File: src/exec_timing_pkg.sv
package exec_timing_pkg;

   // Decode of the four-byte bit-manipulation page
   localparam int          CODE_W          = 32;
   localparam int          REG_FIELD_LSB   = 20;
   localparam int          REG_FIELD_W     = 4;
   localparam int          ABS_FIELD_LSB   = 16;
   localparam int          ABS_FIELD_W     = 8;
   localparam int          NIBBLE_SEL_BIT  = 7;
   localparam logic [7:0]  PAGE_REG_A      = 8'h7C;
   localparam logic [7:0]  PAGE_REG_B      = 8'h7D;
   localparam logic [7:0]  PAGE_ABS_A      = 8'h7E;
   localparam logic [7:0]  PAGE_ABS_B      = 8'h7F;
   localparam logic [3:0]  PAGE_LOW_NIB    = 4'h0;
   localparam logic [3:0]  PAGE_LOW_NIB_6  = 4'h6;
   localparam logic [3:0]  PAGE_LOW_NIB_7  = 4'h7;

   // States per cycle category
   localparam int          CNT_W           = 4;
   localparam int          STATE_W         = 8;
   localparam logic [1:0]  STATES_MEM      = 2'h2;
   localparam logic [1:0]  STATES_PERIPH_2 = 2'h2;
   localparam logic [1:0]  STATES_PERIPH_3 = 2'h3;
   localparam logic [1:0]  STATES_INTERNAL = 2'h1;

   // Operand addressing of a decoded code
   typedef enum logic [1:0] {
      OPND_NONE,
      OPND_REG,
      OPND_ABS
   } opnd_kind_t;

endpackage

File: src/state_term.sv
`timescale 1ns/1ps
// One product term: cycle count times states per cycle
module state_term #(
   parameter int CNT_W   = 4,
   parameter int STATE_W = 8
) (
   // Operands
   input  wire logic [CNT_W-1:0]   cycles_i,
   input  wire logic [1:0]         per_cycle_i,
   // Result
   output logic      [STATE_W-1:0] states_o
);

   if (STATE_W < CNT_W + 2) begin : g_bad_width
      $error("state_term: STATE_W too narrow");
   end

   always_comb begin
      states_o = STATE_W'(cycles_i) * STATE_W'(per_cycle_i);
   end

endmodule

File: src/cpu_execution_state_timing.sv
`timescale 1ns/1ps
// Overview of operation
// - Top bit of upper nibble picks group
// - Register operand from register designation field
// - Memory operand from absolute address field
// - Total states: sum of count times states
// - Six cycle categories counted per instruction
// - Fetch, branch, stack on-chip: two states
// - Byte access to on-chip RAM: two states
// - Peripheral data access: two or three states
module cpu_execution_state_timing #(
   parameter int CNT_W   = exec_timing_pkg::CNT_W,
   parameter int STATE_W = exec_timing_pkg::STATE_W
) (
   // Clock and reset
   input  wire logic                mclk_i,
   input  wire logic                rst_b_i,
   // Instruction code, bytes 1..4 from msb down
   input  wire logic                code_valid_i,
   input  wire logic [31:0]         code_i,
   // Cycle counts: fetch, branch read, stack, byte, word, internal
   input  wire logic [CNT_W-1:0]    fetch_cnt_i,
   input  wire logic [CNT_W-1:0]    branch_cnt_i,
   input  wire logic [CNT_W-1:0]    stack_cnt_i,
   input  wire logic [CNT_W-1:0]    byte_cnt_i,
   input  wire logic [CNT_W-1:0]    word_cnt_i,
   input  wire logic [CNT_W-1:0]    internal_cnt_i,
   // Data access location: 1 = peripheral, then 3-state module
   input  wire logic                data_periph_i,
   input  wire logic                periph_slow_i,
   // Decode results
   output logic                     valid_o,
   output logic                     bit_page_o,
   output logic                     group_hi_o,
   output logic [1:0]               opnd_kind_o,
   output logic [3:0]               reg_num_o,
   output logic [7:0]               absolute_address_field_o,
   output logic [STATE_W-1:0]       exec_states_o
);

   // A zero-width count would leave the product terms undefined
   if (CNT_W < 1) begin : g_bad_cnt
      $error("cpu_execution_state_timing: CNT_W must be at least 1");
   end
   // Worst case total is 13 * (2**CNT_W - 1), so four spare bits suffice
   if (STATE_W < CNT_W + 4) begin : g_bad_state
      $error("cpu_execution_state_timing: STATE_W too narrow for sum");
   end

   ////////////////////////////////////////////////////////////////////////
   // Helpers

   // Lead byte matches either code of a page pair
   function automatic logic lead_is(input logic [7:0] lead,
                                    input logic [7:0] code_a,
                                    input logic [7:0] code_b);
      return (lead == code_a) || (lead == code_b);
   endfunction

   // States per data access cycle at its location
   // Slow flag ignored on RAM, so a stale flag can't add a state
   function automatic logic [1:0] loc_states(input logic periph,
                                             input logic slow);
      logic [1:0] n;
      n = exec_timing_pkg::STATES_MEM;
      if (periph && slow) begin
         n = exec_timing_pkg::STATES_PERIPH_3;
      end else if (periph) begin
         n = exec_timing_pkg::STATES_PERIPH_2;
      end
      return n;
   endfunction

   ////////////////////////////////////////////////////////////////////////
   // Decode

   logic [7:0] byte1;
   logic [3:0] byte3_low;
   logic [3:0] fourth_byte_upper_nibble;
   logic       page_reg;
   logic       page_abs;

   always_comb begin
      byte1                    = code_i[31:24];
      byte3_low                = code_i[11:8];
      fourth_byte_upper_nibble = code_i[7:4];
      // Third byte low nibble qualifies the register page only
      page_reg = lead_is(byte1, exec_timing_pkg::PAGE_REG_A,
                         exec_timing_pkg::PAGE_REG_B) &&
                 (byte3_low == exec_timing_pkg::PAGE_LOW_NIB ||
                  byte3_low == exec_timing_pkg::PAGE_LOW_NIB_6 ||
                  byte3_low == exec_timing_pkg::PAGE_LOW_NIB_7);
      page_abs = lead_is(byte1, exec_timing_pkg::PAGE_ABS_A,
                         exec_timing_pkg::PAGE_ABS_B);
   end

   ////////////////////////////////////////////////////////////////////////
   // State count per category

   logic [1:0] s_fetch;
   logic [1:0] s_branch;
   logic [1:0] s_stack;
   logic [1:0] s_byte;
   logic [1:0] s_word;
   logic [1:0] s_int;

   always_comb begin
      // Fetch, branch and stack areas assumed in on-chip memory
      s_fetch  = exec_timing_pkg::STATES_MEM;
      s_branch = exec_timing_pkg::STATES_MEM;
      s_stack  = exec_timing_pkg::STATES_MEM;
      s_int    = exec_timing_pkg::STATES_INTERNAL;
      s_byte   = loc_states(data_periph_i, periph_slow_i);
      s_word   = loc_states(data_periph_i, periph_slow_i);
   end

   // Six categories, each its own product term
   logic [CNT_W-1:0]   cnt_vec [6];
   logic [1:0]         per_vec [6];
   logic [STATE_W-1:0] term    [6];

   always_comb begin
      cnt_vec[0] = fetch_cnt_i;
      cnt_vec[1] = branch_cnt_i;
      cnt_vec[2] = stack_cnt_i;
      cnt_vec[3] = byte_cnt_i;
      cnt_vec[4] = word_cnt_i;
      cnt_vec[5] = internal_cnt_i;
      per_vec[0] = s_fetch;
      per_vec[1] = s_branch;
      per_vec[2] = s_stack;
      per_vec[3] = s_byte;
      per_vec[4] = s_word;
      per_vec[5] = s_int;
   end

   // Products kept apart so each multiplier stays narrow
   for (genvar g = 0; g < 6; g++) begin : g_term
      state_term #(
         .CNT_W   (CNT_W),
         .STATE_W (STATE_W)
      ) u_term (
         .cycles_i    (cnt_vec[g]),
         .per_cycle_i (per_vec[g]),
         .states_o    (term[g])
      );
   end

   ////////////////////////////////////////////////////////////////////////
   // Next values and registers

   logic                     valid_nxt,   valid_r;
   logic                     page_nxt,    page_r;
   logic                     grp_nxt,     grp_r;
   logic [1:0]               kind_nxt,    kind_r;
   logic [3:0]               reg_nxt,     reg_r;
   logic [7:0]               abs_nxt,     abs_r;
   logic [STATE_W-1:0]       states_nxt,  states_r;

   // Fields only move on an accepted code; otherwise they hold
   always_comb begin
      valid_nxt  = code_valid_i;
      page_nxt   = page_r;
      grp_nxt    = grp_r;
      kind_nxt   = kind_r;
      reg_nxt    = reg_r;
      abs_nxt    = abs_r;
      states_nxt = states_r;
      if (code_valid_i) begin
         page_nxt = page_reg || page_abs;
         grp_nxt  = fourth_byte_upper_nibble[3];
         kind_nxt = exec_timing_pkg::OPND_NONE;
         reg_nxt  = 4'h0;
         abs_nxt  = 8'h00;
         if (page_reg) begin
            kind_nxt = exec_timing_pkg::OPND_REG;
            reg_nxt  = code_i[exec_timing_pkg::REG_FIELD_LSB +:
                              exec_timing_pkg::REG_FIELD_W];
         end else if (page_abs) begin
            kind_nxt = exec_timing_pkg::OPND_ABS;
            abs_nxt  = code_i[exec_timing_pkg::ABS_FIELD_LSB +:
                              exec_timing_pkg::ABS_FIELD_W];
         end
         // Sum can't overflow: width checked at elaboration
         states_nxt = term[0] + term[1] + term[2] +
                      term[3] + term[4] + term[5];
      end
   end

   // Reset clears every result, so outputs read zero until a code
   always_ff @(posedge mclk_i or negedge rst_b_i) begin
      if (!rst_b_i) begin
         valid_r  <= 1'b0;
         page_r   <= 1'b0;
         grp_r    <= 1'b0;
         kind_r   <= exec_timing_pkg::OPND_NONE;
         reg_r    <= 4'h0;
         abs_r    <= 8'h00;
         states_r <= '0;
      end else begin
         valid_r  <= valid_nxt;
         page_r   <= page_nxt;
         grp_r    <= grp_nxt;
         kind_r   <= kind_nxt;
         reg_r    <= reg_nxt;
         abs_r    <= abs_nxt;
         states_r <= states_nxt;
      end
   end

   ////////////////////////////////////////////////////////////////////////
   // Outputs, bare copies of the registers

   always_comb begin
      valid_o                  = valid_r;
      bit_page_o               = page_r;
      group_hi_o               = grp_r;
      opnd_kind_o              = kind_r;
      reg_num_o                = reg_r;
      absolute_address_field_o = abs_r;
      exec_states_o            = states_r;
   end

endmodule

File: config.mk
export PLATFORM = sky130hd
export DESIGN_NAME = cpu_execution_state_timing
export DESIGN_NICKNAME = d
export VERILOG_FILES = /design/src/exec_timing_pkg.sv /design/src/state_term.sv /design/src/cpu_execution_state_timing.sv
export SDC_FILE = /design/constraint.sdc
export NUM_CORES = 1
export LEC_CHECK = 0
export ABC_AREA = 0
export BUFFER_PORTS_ARGS = -buffer_cell sky130_fd_sc_hd__buf_4
export CAP_MARGIN = 10
export CORE_UTILIZATION = 42
export CTS_CLUSTER_DIAMETER = 120
export DETAILED_ROUTE_END_ITERATION = 8
export GPL_TIMING_DRIVEN = 1
export PLACE_DENSITY = 0.88
export REMOVE_ABC_BUFFERS = 1
export SYNTH_ARGS = -nofsm -noshare
export SYNTH_HDL_FRONTEND = slang
export SYNTH_SLANG_ARGS = --single-unit
File: constraint.sdc
create_clock -name mclk_i -period 0.8 [get_ports mclk_i]
set_input_delay 0.16 -clock mclk_i [delete_from_list [all_inputs] [get_ports mclk_i]]
set_output_delay 0.16 -clock mclk_i [all_outputs]
set_load 0.005 [all_outputs]
==> summary.md, run 1 <==
| Metric | Value |
|---|---|
| Hold Fails Final Rpt | 0 |
| Worst hold path class | in -> reg |
| Routing usage on met3 | 4.97% |
| Global-route wire length before repair | 7250 µm |
| Fin Clk Skew | 0 ns |
| Ant diodes | 0 |
| Pleak | 1.53 nW |
| First DRT Iteration DRCs | 61 |
| Max Slew Vio Count | 0 |
| Ys Warns | 0 |
| # setup viols final | 40 |
| Failing checks | setup timing |
| WS Path Type | in -> reg |
| Pwr per Cell Area | 2060 mW/mm² |
| Worst slew pin tran | 0.309 ns |
| Worst Setup Start Kind | primary input |
| Slew headroom | 79.4% |
| Seq/Total Area, Yosys | 35.7% |
| Core ar. | 0.00400 mm² |
| Initial Util | 43.8% |
| Synth area leader | dfrtp_1 |
| Routed vias/inst | 4.75 |
| Crit-path max FO | 5 |
| Avg Inst Size Synth | 11.1 µm² |
| Total Wirelength | 4580 µm |
| TritonCTS clock tree | yes |
| Worst EP required | 0.97 ns |
| Pre-CTS setup slack | -2.94 ns |
| I/O pin total | 86 |
| Reg area | 626 µm² |
| Post-synth EDFFs | 0 |
| Clk buf depth | 2 |
| Synth cell count leaders | inv_1 (45), dfrtp_1 (25), fa_1 (22) |
| DRC viols | 0 |
| Synth unique cells | 27 |
| CTS Buf Count | 3 |
| Final ANT Viol Nets | 0 |
| Status | finished with violations |
| Fill cells | 265 |
| Final worst path period need | 3.18 ns |
| IO Port Bufs | 73 |
| Final hold slack | 0.0896 ns |
| Chip height | 66.6 µm |
| Synth top area share | 35.7% |
| Ranking of synthesized cells by area | dfrtp_1 (36%), fa_1 (25%), inv_1 (9.6%), ha_1 (7.1%), a22o_1 (4.0%) |
| Nets | 355 |
| Number of global-route vias before repair | 1611 |
| M2 GR Usage | 38.6% |
| Register bit total from synthesis | 25 |
| Final worst setup slack | -2.38 ns |
| Predominant post-synthesis flop cell | dfrtp_1 |
| FP Rows | 23 |
| Fmax | 315 MHz |
| Vias | 1476 |
| Multi-input gate area | 0.00109 mm² |
| Clock root cell | clkbuf_8 |
| RSZ-0062 raised after global routing | true |
| Grt ovf | 0 |
| Crit share post-route | 397% |
| Max H-tree Level | 1 |
| Most frequent cell after synthesis | inv_1 |
| Largest net degree at the start of global routing | 26 |
| Ratio of cells with drive above 1 in the final layout | 55.9% |
| DIE WIDTH | 66.6 µm |
| Clock slew at reported path FFs | 0.10 ns |
| Total power | 5.96 mW |
| Global-route usage over all layers | 22.2% |
| Routing usage on met1 | 27.3% |
| Drt first pass iters | 4 |
| Crit path capture type | flip-flop |
| Area Growth Syn to Fin | 64.9% |
| Fraction of registers with async set/reset | 100% |
| GRT busiest layer | met2 |
| Clock net sink count | 25 |
| Placer congestion estimate | 0.818 |
| Mapped Area | 0.00175 mm² |
| Initial antenna violation count | 0 |
| Skew-Pair Late Insertion Delay | 0.28 ns |
| Peak VDD IR | 1190 µV |
| Crit path DAT | 3.34 ns |
| MaxCap Viol Count | 0 |
| Detailed Place HPWL | 3150 µm |
| Cells after synthesis | 158 |
| DR WL/cell | 14.7 µm |
| Die area | 0.00443 mm² |
[critical path: stages]
cell and delay, ns:
buf_8 0.11, and3_4 0.16, fa_1 0.49, inv_2 0.04, fa_1 0.49, inv_2 0.04, fa_2 0.57, inv_2 0.04
fa_2 0.32, inv_2 0.07, ha_4 0.14, fa_2 0.44, mux2_4 0.27
[cells in the final DEF, fill, tap and decap left out, types with 2 or more instances in the layout]
cell | Yosys | layout
a21o_1 | 2 | 2
a22o_1 | 8 | 8
inv_1 | 45 | 34
nand3_1 | 5 | 3
ha_4 | 0 | 3
mux2_2 | 5 | 2
nor2_1 | 3 | 3
fa_1 | 22 | 18
fa_2 | 0 | 4
inv_2 | 1 | 12
clkbuf_8 | 0 | 3
buf_4 | 1 | 69
and3_4 | 0 | 4
a21oi_2 | 0 | 3
buf_6 | 0 | 31
nand3_2 | 0 | 2
mux2_4 | 0 | 3
nand2_1 | 3 | 3
and3_1 | 7 | 3
dfrtp_1 | 25 | 25
o2bb2ai_2 | 0 | 4
ha_1 | 10 | 7
[through the flow]
stage               utilization, %  area, µm²  instances  TNS (ns)
finish                        72.2       2890        311    -18.75
CTS                           69.9       2800        302    -18.29
global route                  72.2       2890        311    -20.07
global placement              60.9       2440        290    -22.24
floorplan                        -       1740        155    -17.26
detailed placement            60.9       2440        290    -23.11
[worst paths after layout]
check | from | to | slack, ns | cells after the start
setup / recovery | periph_slow_i | exec_states_o[4] | -2.38 | 13
hold / removal | code_i[19] | absolute_address_field_o[3] | 0.09 | 2
setup reg to reg | exec_states_o[1] | exec_states_o[1] | -0.12 | 2
hold reg to reg | reg_num_o[0] | reg_num_o[0] | 0.51 | 1
max in group asynchronous | rst_b_i | reg_num_o[0] | 0.24 | 2
min in group asynchronous | rst_b_i | absolute_address_field_o[3] | 0.31 | 2
[power by group]
| part | switching, mW | internal (mW) |
|---|---|---|
| Clock | 0.439 | 0.354 |
| Sequential | 0.151 | 1.46 |
| Combinational | 1.50 | 2.05 |
| Total | 2.09 | 3.87 |
[what timing repair did]
action	in CTS	in global routing
pin swaps	28	12
setup buffers	8	11
resized for setup	60	14
endpoints found under the setup margin	46	48
hold buffers	1	0
endpoints found under the hold margin	25	0
[registers in the layout, indices dropped and copies added (netlist names)]
signal / count
exec_states_o: 8
opnd_kind_o: 2
absolute_address_field_o: 8
group_hi_o: 1
reg_num_o: 4
bit_page_o: 1
valid_o: 1
[kinds of logic after synthesis]
family	Yosys count	synth area share [%]
xor gates and xnor gates	1	0.500
DFF	25	35.7
buffers and inverters	49	10.8
and+or+nand+nor	24	7.57
adders and majority gates	32	32.3
AOI/OAI and AO/OA	22	9.93
muxes	5	3.21
[final cells by class]
| type | instances | share of cell area [%] |
|---|---|---|
| Inverter | 46 | 5.98 |
| Sequential cell | 25 | 21.7 |
| Clock buffer | 3 | 1.43 |
| Timing Repair Buffer | 102 | 30.9 |
| Clock inverter | 1 | 0.260 |
| Multi-Input combinational cell | 84 | 37.6 |
| Tap cell | 50 | 2.17 |
[per-layer routing]
layer / vias to the layer above / routed length [µm]
li1: 708 / -
met2: 34 / 2520
met5: - / 0
met4: 0 / 107
met3: 14 / 140
met1: 720 / 1810
Power figures use the tool's default switching activity.
==> run 2: changes to the inputs <==
CORE_UTILIZATION = 46   (was 42)
PLACE_DENSITY = 0.86   (was 0.88)
SYNTH_HIERARCHICAL = 1   (was unset)
==> summary.md, run 2 <==
| Metric | Value |
|---|---|
| Global-route usage over all layers | 25.6% |
| Max Slew Vio Count | 0 |
| Hold path endpoint | absolute_address_field_o[2] |
| Ant diodes | 0 |
| DRC viols | 0 |
| Area Growth Syn to Fin | 50.8% |
| Worst Min Path Start | code_i[18] |
| TritonCTS clock tree | yes |
| WS Path Type | in -> reg |
| Global-route wire length before repair | 13800 µm |
| Worst EP required | 0.98 ns |
| Initial Util | 47.5% |
| Crit-path max FO | 6 |
| Setup TNS after final layout | -28.65 ns |
| Met3 wire length | 405 µm |
| Final worst path period need | 4.01 ns |
| Final hold slack | 0.0975 ns |
| Vias | 2695 |
| MaxCap Viol Count | 0 |
| Cells after synthesis | 333 |
| Nets | 610 |
| Ranking of synthesized cells by area | fa_1 (22%), dfrtp_1 (21%), inv_1 (11%), ha_1 (10%), and2_1 (6.4%) |
| Synth area leader | fa_1 |
| Fin Clk Skew | 0 ns |
| Hold Fails Final Rpt | 0 |
| Largest net degree at the start of global routing | 26 |
| Total Wirelength | 8890 µm |
| Detailed Place HPWL | 5210 µm |
| First DRT Iteration DRCs | 86 |
| Crit path capture type | flip-flop |
| CP Cell Sequence | buf_6, and2_4, nand2_4, buf_4, buf_4, fa_2, xnor2_1, inv_1, fa_1, inv_2, fa_1, inv_1, fa_1, inv_2, fa_2, a21o_1, a21oi_2, xnor2_1, mux2_4 |
| Predominant post-synthesis flop cell | dfrtp_1 |
| Clk buf depth | 2 |
| Sw Pwr | 4.10 mW |
| Final worst setup slack | -3.21 ns |
| RR Endpoint | exec_states_o[3] |
| Fmax | 250 MHz |
| Seq/Total Area, Yosys | 20.7% |
| Sw Share | 41.2% |
| Number of global-route vias before repair | 3022 |
| Peak VDD IR | 2100 µV |
| Mapped Area | 0.00302 mm² |
| Most frequent cells in the layout | buf_4 (80), inv_1 (74), conb_1 (52) |
| Placer congestion estimate | 0.838 |
| Worst Setup Start Kind | primary input |
| Synth top area share | 21.9% |
| Max H-tree Level | 1 |
| Most frequent cell after synthesis | inv_1 |
| # setup viols final | 48 |
| R2R cell count | 2 |
| Die area | 0.00689 mm² |
| Synth unique cells | 30 |
| Largest incremental delay on the critical path | 0.53 ns |
| Cell Int Power | 5.85 mW |
| WL met1 | 3160 µm |
| Chip height | 83.0 µm |
| Crit path DAT | 4.19 ns |
| IO Port Bufs | 73 |
| Clock net sink count | 25 |
| Register bit total from synthesis | 25 |
| Core ar. | 0.00635 mm² |
| Comb pwr share | 75.0% |
| Avg Inst Size Synth | 9.06 µm² |
| Flop pwr share | 17.1% |
| Worst hold path class | in -> reg |
| Pwr per Cell Area | 2190 mW/mm² |
| Final ANT Viol Nets | 0 |
| Ys Warns | 6 |
| Synth cell count leaders | inv_1 (91), fa_1 (33), and2_1 (31) |
| Hold Crit Depth | 2 |
| Clock slew at reported path FFs | 0.09 ns |
| Metal2 WL | 4930 µm |
| Ratio of cells with drive above 1 in the final layout | 38.3% |
| Status | finished with violations |
| R2R Path Start | exec_states_o[3] |
| I/O pin total | 86 |
| Crit share post-route | 501% |
| DR WL/cell | 15.7 µm |
| Initial antenna violation count | 0 |
| Commonest non-fill, non-tap cell in the layout | buf_4 |
| Skew-Pair Late Insertion Delay | 0.28 ns |
| Fraction of registers with async set/reset | 100% |
| Worst reg2reg setup slack | -0.15 ns |
| RSZ-0062 raised after global routing | true |
| Drt first pass iters | 4 |
| CTS Buf Count | 3 |
| Post-synth EDFFs | 0 |
| Failing checks | setup timing |
| Slowest cell on crit path | fa_1 |
| CP dominant cell by count | fa_1 |
| FP Rows | 29 |
| Highest routed metal layer | met4 |
| Clock power frac | 8.0% |
| Grt ovf | 0 |
| Pleak | 2.50 nW |
| DIE WIDTH | 83.0 µm |
| Clock root cell | clkbuf_8 |
| Routed vias/inst | 4.74 |
## run 2: area by class of cell
class	count	area (µm²)
inverter	92	350
clock buffer	4	45.0
timing repair buffer	124	1090
sequential	25	626
fill	387	1800
multi-input combinational	246	2340
tap	77	96.3
## run 2: repair_timing
| item | in CTS | in global routing |
|---|---|---|
| setup endpoints to repair | 48 | 48 |
| gates resized for setup | 96 | 11 |
| buffers inserted | 29 | 6 |
| hold buffers | 1 | 0 |
| cloned | 1 | 0 |
| pin swaps | 50 | 18 |
| endpoints found under the hold margin | 25 | 0 |
## run 2: logic make-up after synthesis
kind of cell    count (synthesis)  share of synthesized area (%)
flops                          25                           20.7
xor+xnor                       23                           7.13
buf+inv                       106                           14.7
simple gates                   62                           10.9
mux                             6                           2.36
fa+ha+maj                      57                           31.9
compound gates                 46                           11.3
other cells                     8                          0.995
## run 2: worst max path at each step
| stage | from | to | slack, ns |
|---|---|---|---|
| floorplan | data_periph_i | exec_states_o[6] | -3.38 |
| global placement | data_periph_i | exec_states_o[7] | -3.58 |
| detailed placement | data_periph_i | exec_states_o[7] | -3.78 |
| CTS | periph_slow_i | exec_states_o[7] | -3.05 |
| global route | periph_slow_i | exec_states_o[7] | -3.31 |
| finish | periph_slow_i | exec_states_o[6] | -3.21 |
## run 2: layer usage
| metal | track usage (%) | vias up |
|---|---|---|
| met2 | 50.4 | 109 |
| met3 | 3.08 | 31 |
| li1 | - | 1252 |
| met1 | 26.0 | 1303 |
| met5 | 0 | - |
| met4 | 13.5 | 0 |
## run 2: worst max-delay path: cells and delay by family
family	cells	cell delay, ns
compound gates	2	0.34
xor+xnor	2	0.30
fa+ha+maj	5	2.28
buf+inv	7	0.57
mux	1	0.26
simple gates	2	0.26
## run 2: power groups by stage
stage,sequential (mW),combinational (mW),clock (mW)
floorplan,1.64,3.09,0
global placement,1.64,4.45,0
detailed placement,1.65,4.80,0
CTS,1.65,6.77,0.743
global route,1.72,8.07,0.825
finish,1.70,7.46,0.792
## run 2: stage by stage
stage	worst slack [ns]	cell area, µm²	std cells	power [mW]	util (%)
final	-3.21	4550	568	9.96	71.6
after global routing	-3.31	4550	568	10.6	71.6
after CTS	-3.05	4490	563	9.16	70.7
after detailed placement	-3.78	3850	529	6.46	60.6
after global placement	-3.58	3850	529	6.09	60.6
after floorplan	-3.38	3080	363	4.72	-
==> run 3: changes to the inputs <==
PLACE_DENSITY = 0.83   (was 0.86)
clock period = 4.9 ns   (was 0.8 ns; I/O delays follow)
==> summary.md, run 3 (synthesized netlist as in run 2, its figures left out) <==
| Metric | Value |
|---|---|
| Setup TNS after final layout | 0 ns |
| DIE WIDTH | 83.0 µm |
| DRC viols | 0 |
| R2R cell count | 1 |
| Initial Util | 47.5% |
| Global-route wire length before repair | 9920 µm |
| Initial antenna violation count | 0 |
| Core ar. | 0.00635 mm² |
| Fin Clk Skew | 0 ns |
| Clock power frac | 8.7% |
| FP Rows | 29 |
| Comb pwr share | 71.6% |
| Nets | 571 |
| Worst hold path class | reg -> reg |
| Hold Fails Final Rpt | 0 |
| Detailed Place HPWL | 4980 µm |
| Pwr per Cell Area | 334 mW/mm² |
| Sw Pwr | 0.527 mW |
| Skew-Pair Late Insertion Delay | 0.26 ns |
| Clock root cell | clkbuf_8 |
| Die area | 0.00689 mm² |
| Most frequent cells in the layout | inv_1 (86), buf_4 (85), conb_1 (52) |
| I/O pin total | 86 |
| Chip height | 83.0 µm |
| DP Cell Count | 525 |
| Final worst path period need | 4.89 ns |
| Max Slew Vio Count | 0 |
| Worst reg2reg setup slack | 4.12 ns |
| Final hold slack | 0.494 ns |
| Crit share post-route | 99.8% |
| Worst slew pin tran | 0.686 ns |
| Routed vias/inst | 4.57 |
| Fill cells | 488 |
| Crit-path max FO | 6 |
| Worst EP required | 5.05 ns |
| Clock net sink count | 25 |
| Global-route usage over all layers | 17.3% |
| Pleak | 2.25 nW |
| Crit path capture type | flip-flop |
| Fmax | 204 MHz |
| R2R Path Start | bit_page_o |
| Grt ovf | 0 |
| # setup viols final | 0 |
| First DRT Iteration DRCs | 72 |
| Area Growth Syn to Fin | 32.2% |
| RR Endpoint | bit_page_o |
| Hold Crit Depth | 1 |
| Drt first pass iters | 5 |
| Fin cells | 529 |
| Ant diodes | 0 |
| Total Wirelength | 6180 µm |
| Crit path DAT | 5.04 ns |
| MaxCap Viol Count | 0 |
| DR WL/cell | 11.7 µm |
| Worst Setup Start Kind | primary input |
| Cell Int Power | 0.805 mW |
| CTS Buf Count | 3 |
| IO Port Bufs | 73 |
| Number of global-route vias before repair | 2476 |
| WS Path Type | in -> reg |
| Ratio of cells with drive above 1 in the final layout | 28.3% |
| Status | finished, final reports clean |
| Slew headroom | 54.1% |
| RSZ-0062 raised after global routing | true |
| Peak VDD IR | 295 µV |
| Worst Min Path Start | opnd_kind_o[1] |
| Hold path endpoint | opnd_kind_o[1] |
| Flop pwr share | 19.7% |
| Clock slew at reported path FFs | 0.07 ns |
| Clk buf depth | 2 |
| Largest net degree at the start of global routing | 26 |
| Commonest non-fill, non-tap cell in the layout | inv_1 |
| Vias | 2417 |
| Max H-tree Level | 1 |
| Placer congestion estimate | 0.829 |
| Setup Buffers After CTS | 0 |
| Sw Share | 39.6% |
| TritonCTS clock tree | yes |
| Final ANT Viol Nets | 0 |
run 3: cell types whose count changed in the layout (fill, tap and decap cells not counted), sizes merged:
cell / previous run / this run
dlygate4sd3: 1 / 0
buf: 123 / 85
run 3: worst max-delay path: stages:
cell and delay [ns]:
buf_4 0.08, and2_4 0.19, and2_1 0.14, ha_1 0.21, inv_1 0.08, fa_2 0.36, xnor2_1 0.20, inv_1 0.10
fa_1 0.50, inv_1 0.06, fa_1 0.52, inv_1 0.05, fa_1 0.51, inv_2 0.05, ha_2 0.19, a211oi_2 0.22
o21bai_1 0.11, a21oi_2 0.17, xnor2_2 0.08, mux2_4 0.25
run 3: layer usage:
layer	wire length (µm)	track usage, %	part of all wire [%]
met2	3470	34.9	56
met5	0	0	0
met1	2240	18.7	36
met3	235	1.69	3.8
met4	233	5.17	3.8
run 3: repair_timing:
| item | 4_1_cts | 5_1_grt |
|---|---|---|
| resized for setup | 8 | 21 |
| endpoints found under the setup margin | 2 | 2 |
| hold buffers | 0 | 0 |
| endpoints found under the hold margin | 0 | 0 |
| pin swaps | 2 | 23 |
run 3: power groups by stage:
stage                     clock network (mW)  logic, mW  registers, mW
after floorplan                            0      0.504          0.267
after global placement                     0      0.759          0.265
after detailed placement                   0      0.809          0.267
after CTS                              0.119      0.852          0.263
after global routing                   0.128       1.07          0.268
final                                  0.115      0.954          0.263
run 3: how the worst max path moves through the flow:
| stage | from | slack (ns) | endpoint |
|---|---|---|---|
| final | periph_slow_i | 0.008 | exec_states_o[7] |
| after global routing | periph_slow_i | -0.14 | exec_states_o[7] |
| after CTS | data_periph_i | 0.008 | exec_states_o[7] |
| after detailed placement | data_periph_i | -0.49 | exec_states_o[7] |
| after global placement | data_periph_i | -0.36 | exec_states_o[6] |
| after floorplan | data_periph_i | -0.1 | exec_states_o[6] |
run 3: per-stage QoR:
step / area [µm²] / setup WS, ns / power (mW) / util, %
global route: 3990 / -0.139 / 1.46 / 62.8
global placement: 3820 / -0.356 / 1.02 / 60.1
CTS: 3890 / 0.00802 / 1.23 / 61.2
detailed placement: 3820 / -0.489 / 1.08 / 60.1
finish: 3990 / 0.00822 / 1.33 / 62.8
floorplan: 3080 / -0.0991 / 0.771 / -
run 3: cell type report:
cell class	instances	area [µm²]	share of cell area (%)
multi-input combinational	246	2240	56.1
inverter	92	345	8.66
clock buffer	4	45.0	1.13
tap	77	96.3	2.42
timing repair buffer	85	638	16.0
sequential	25	626	15.7
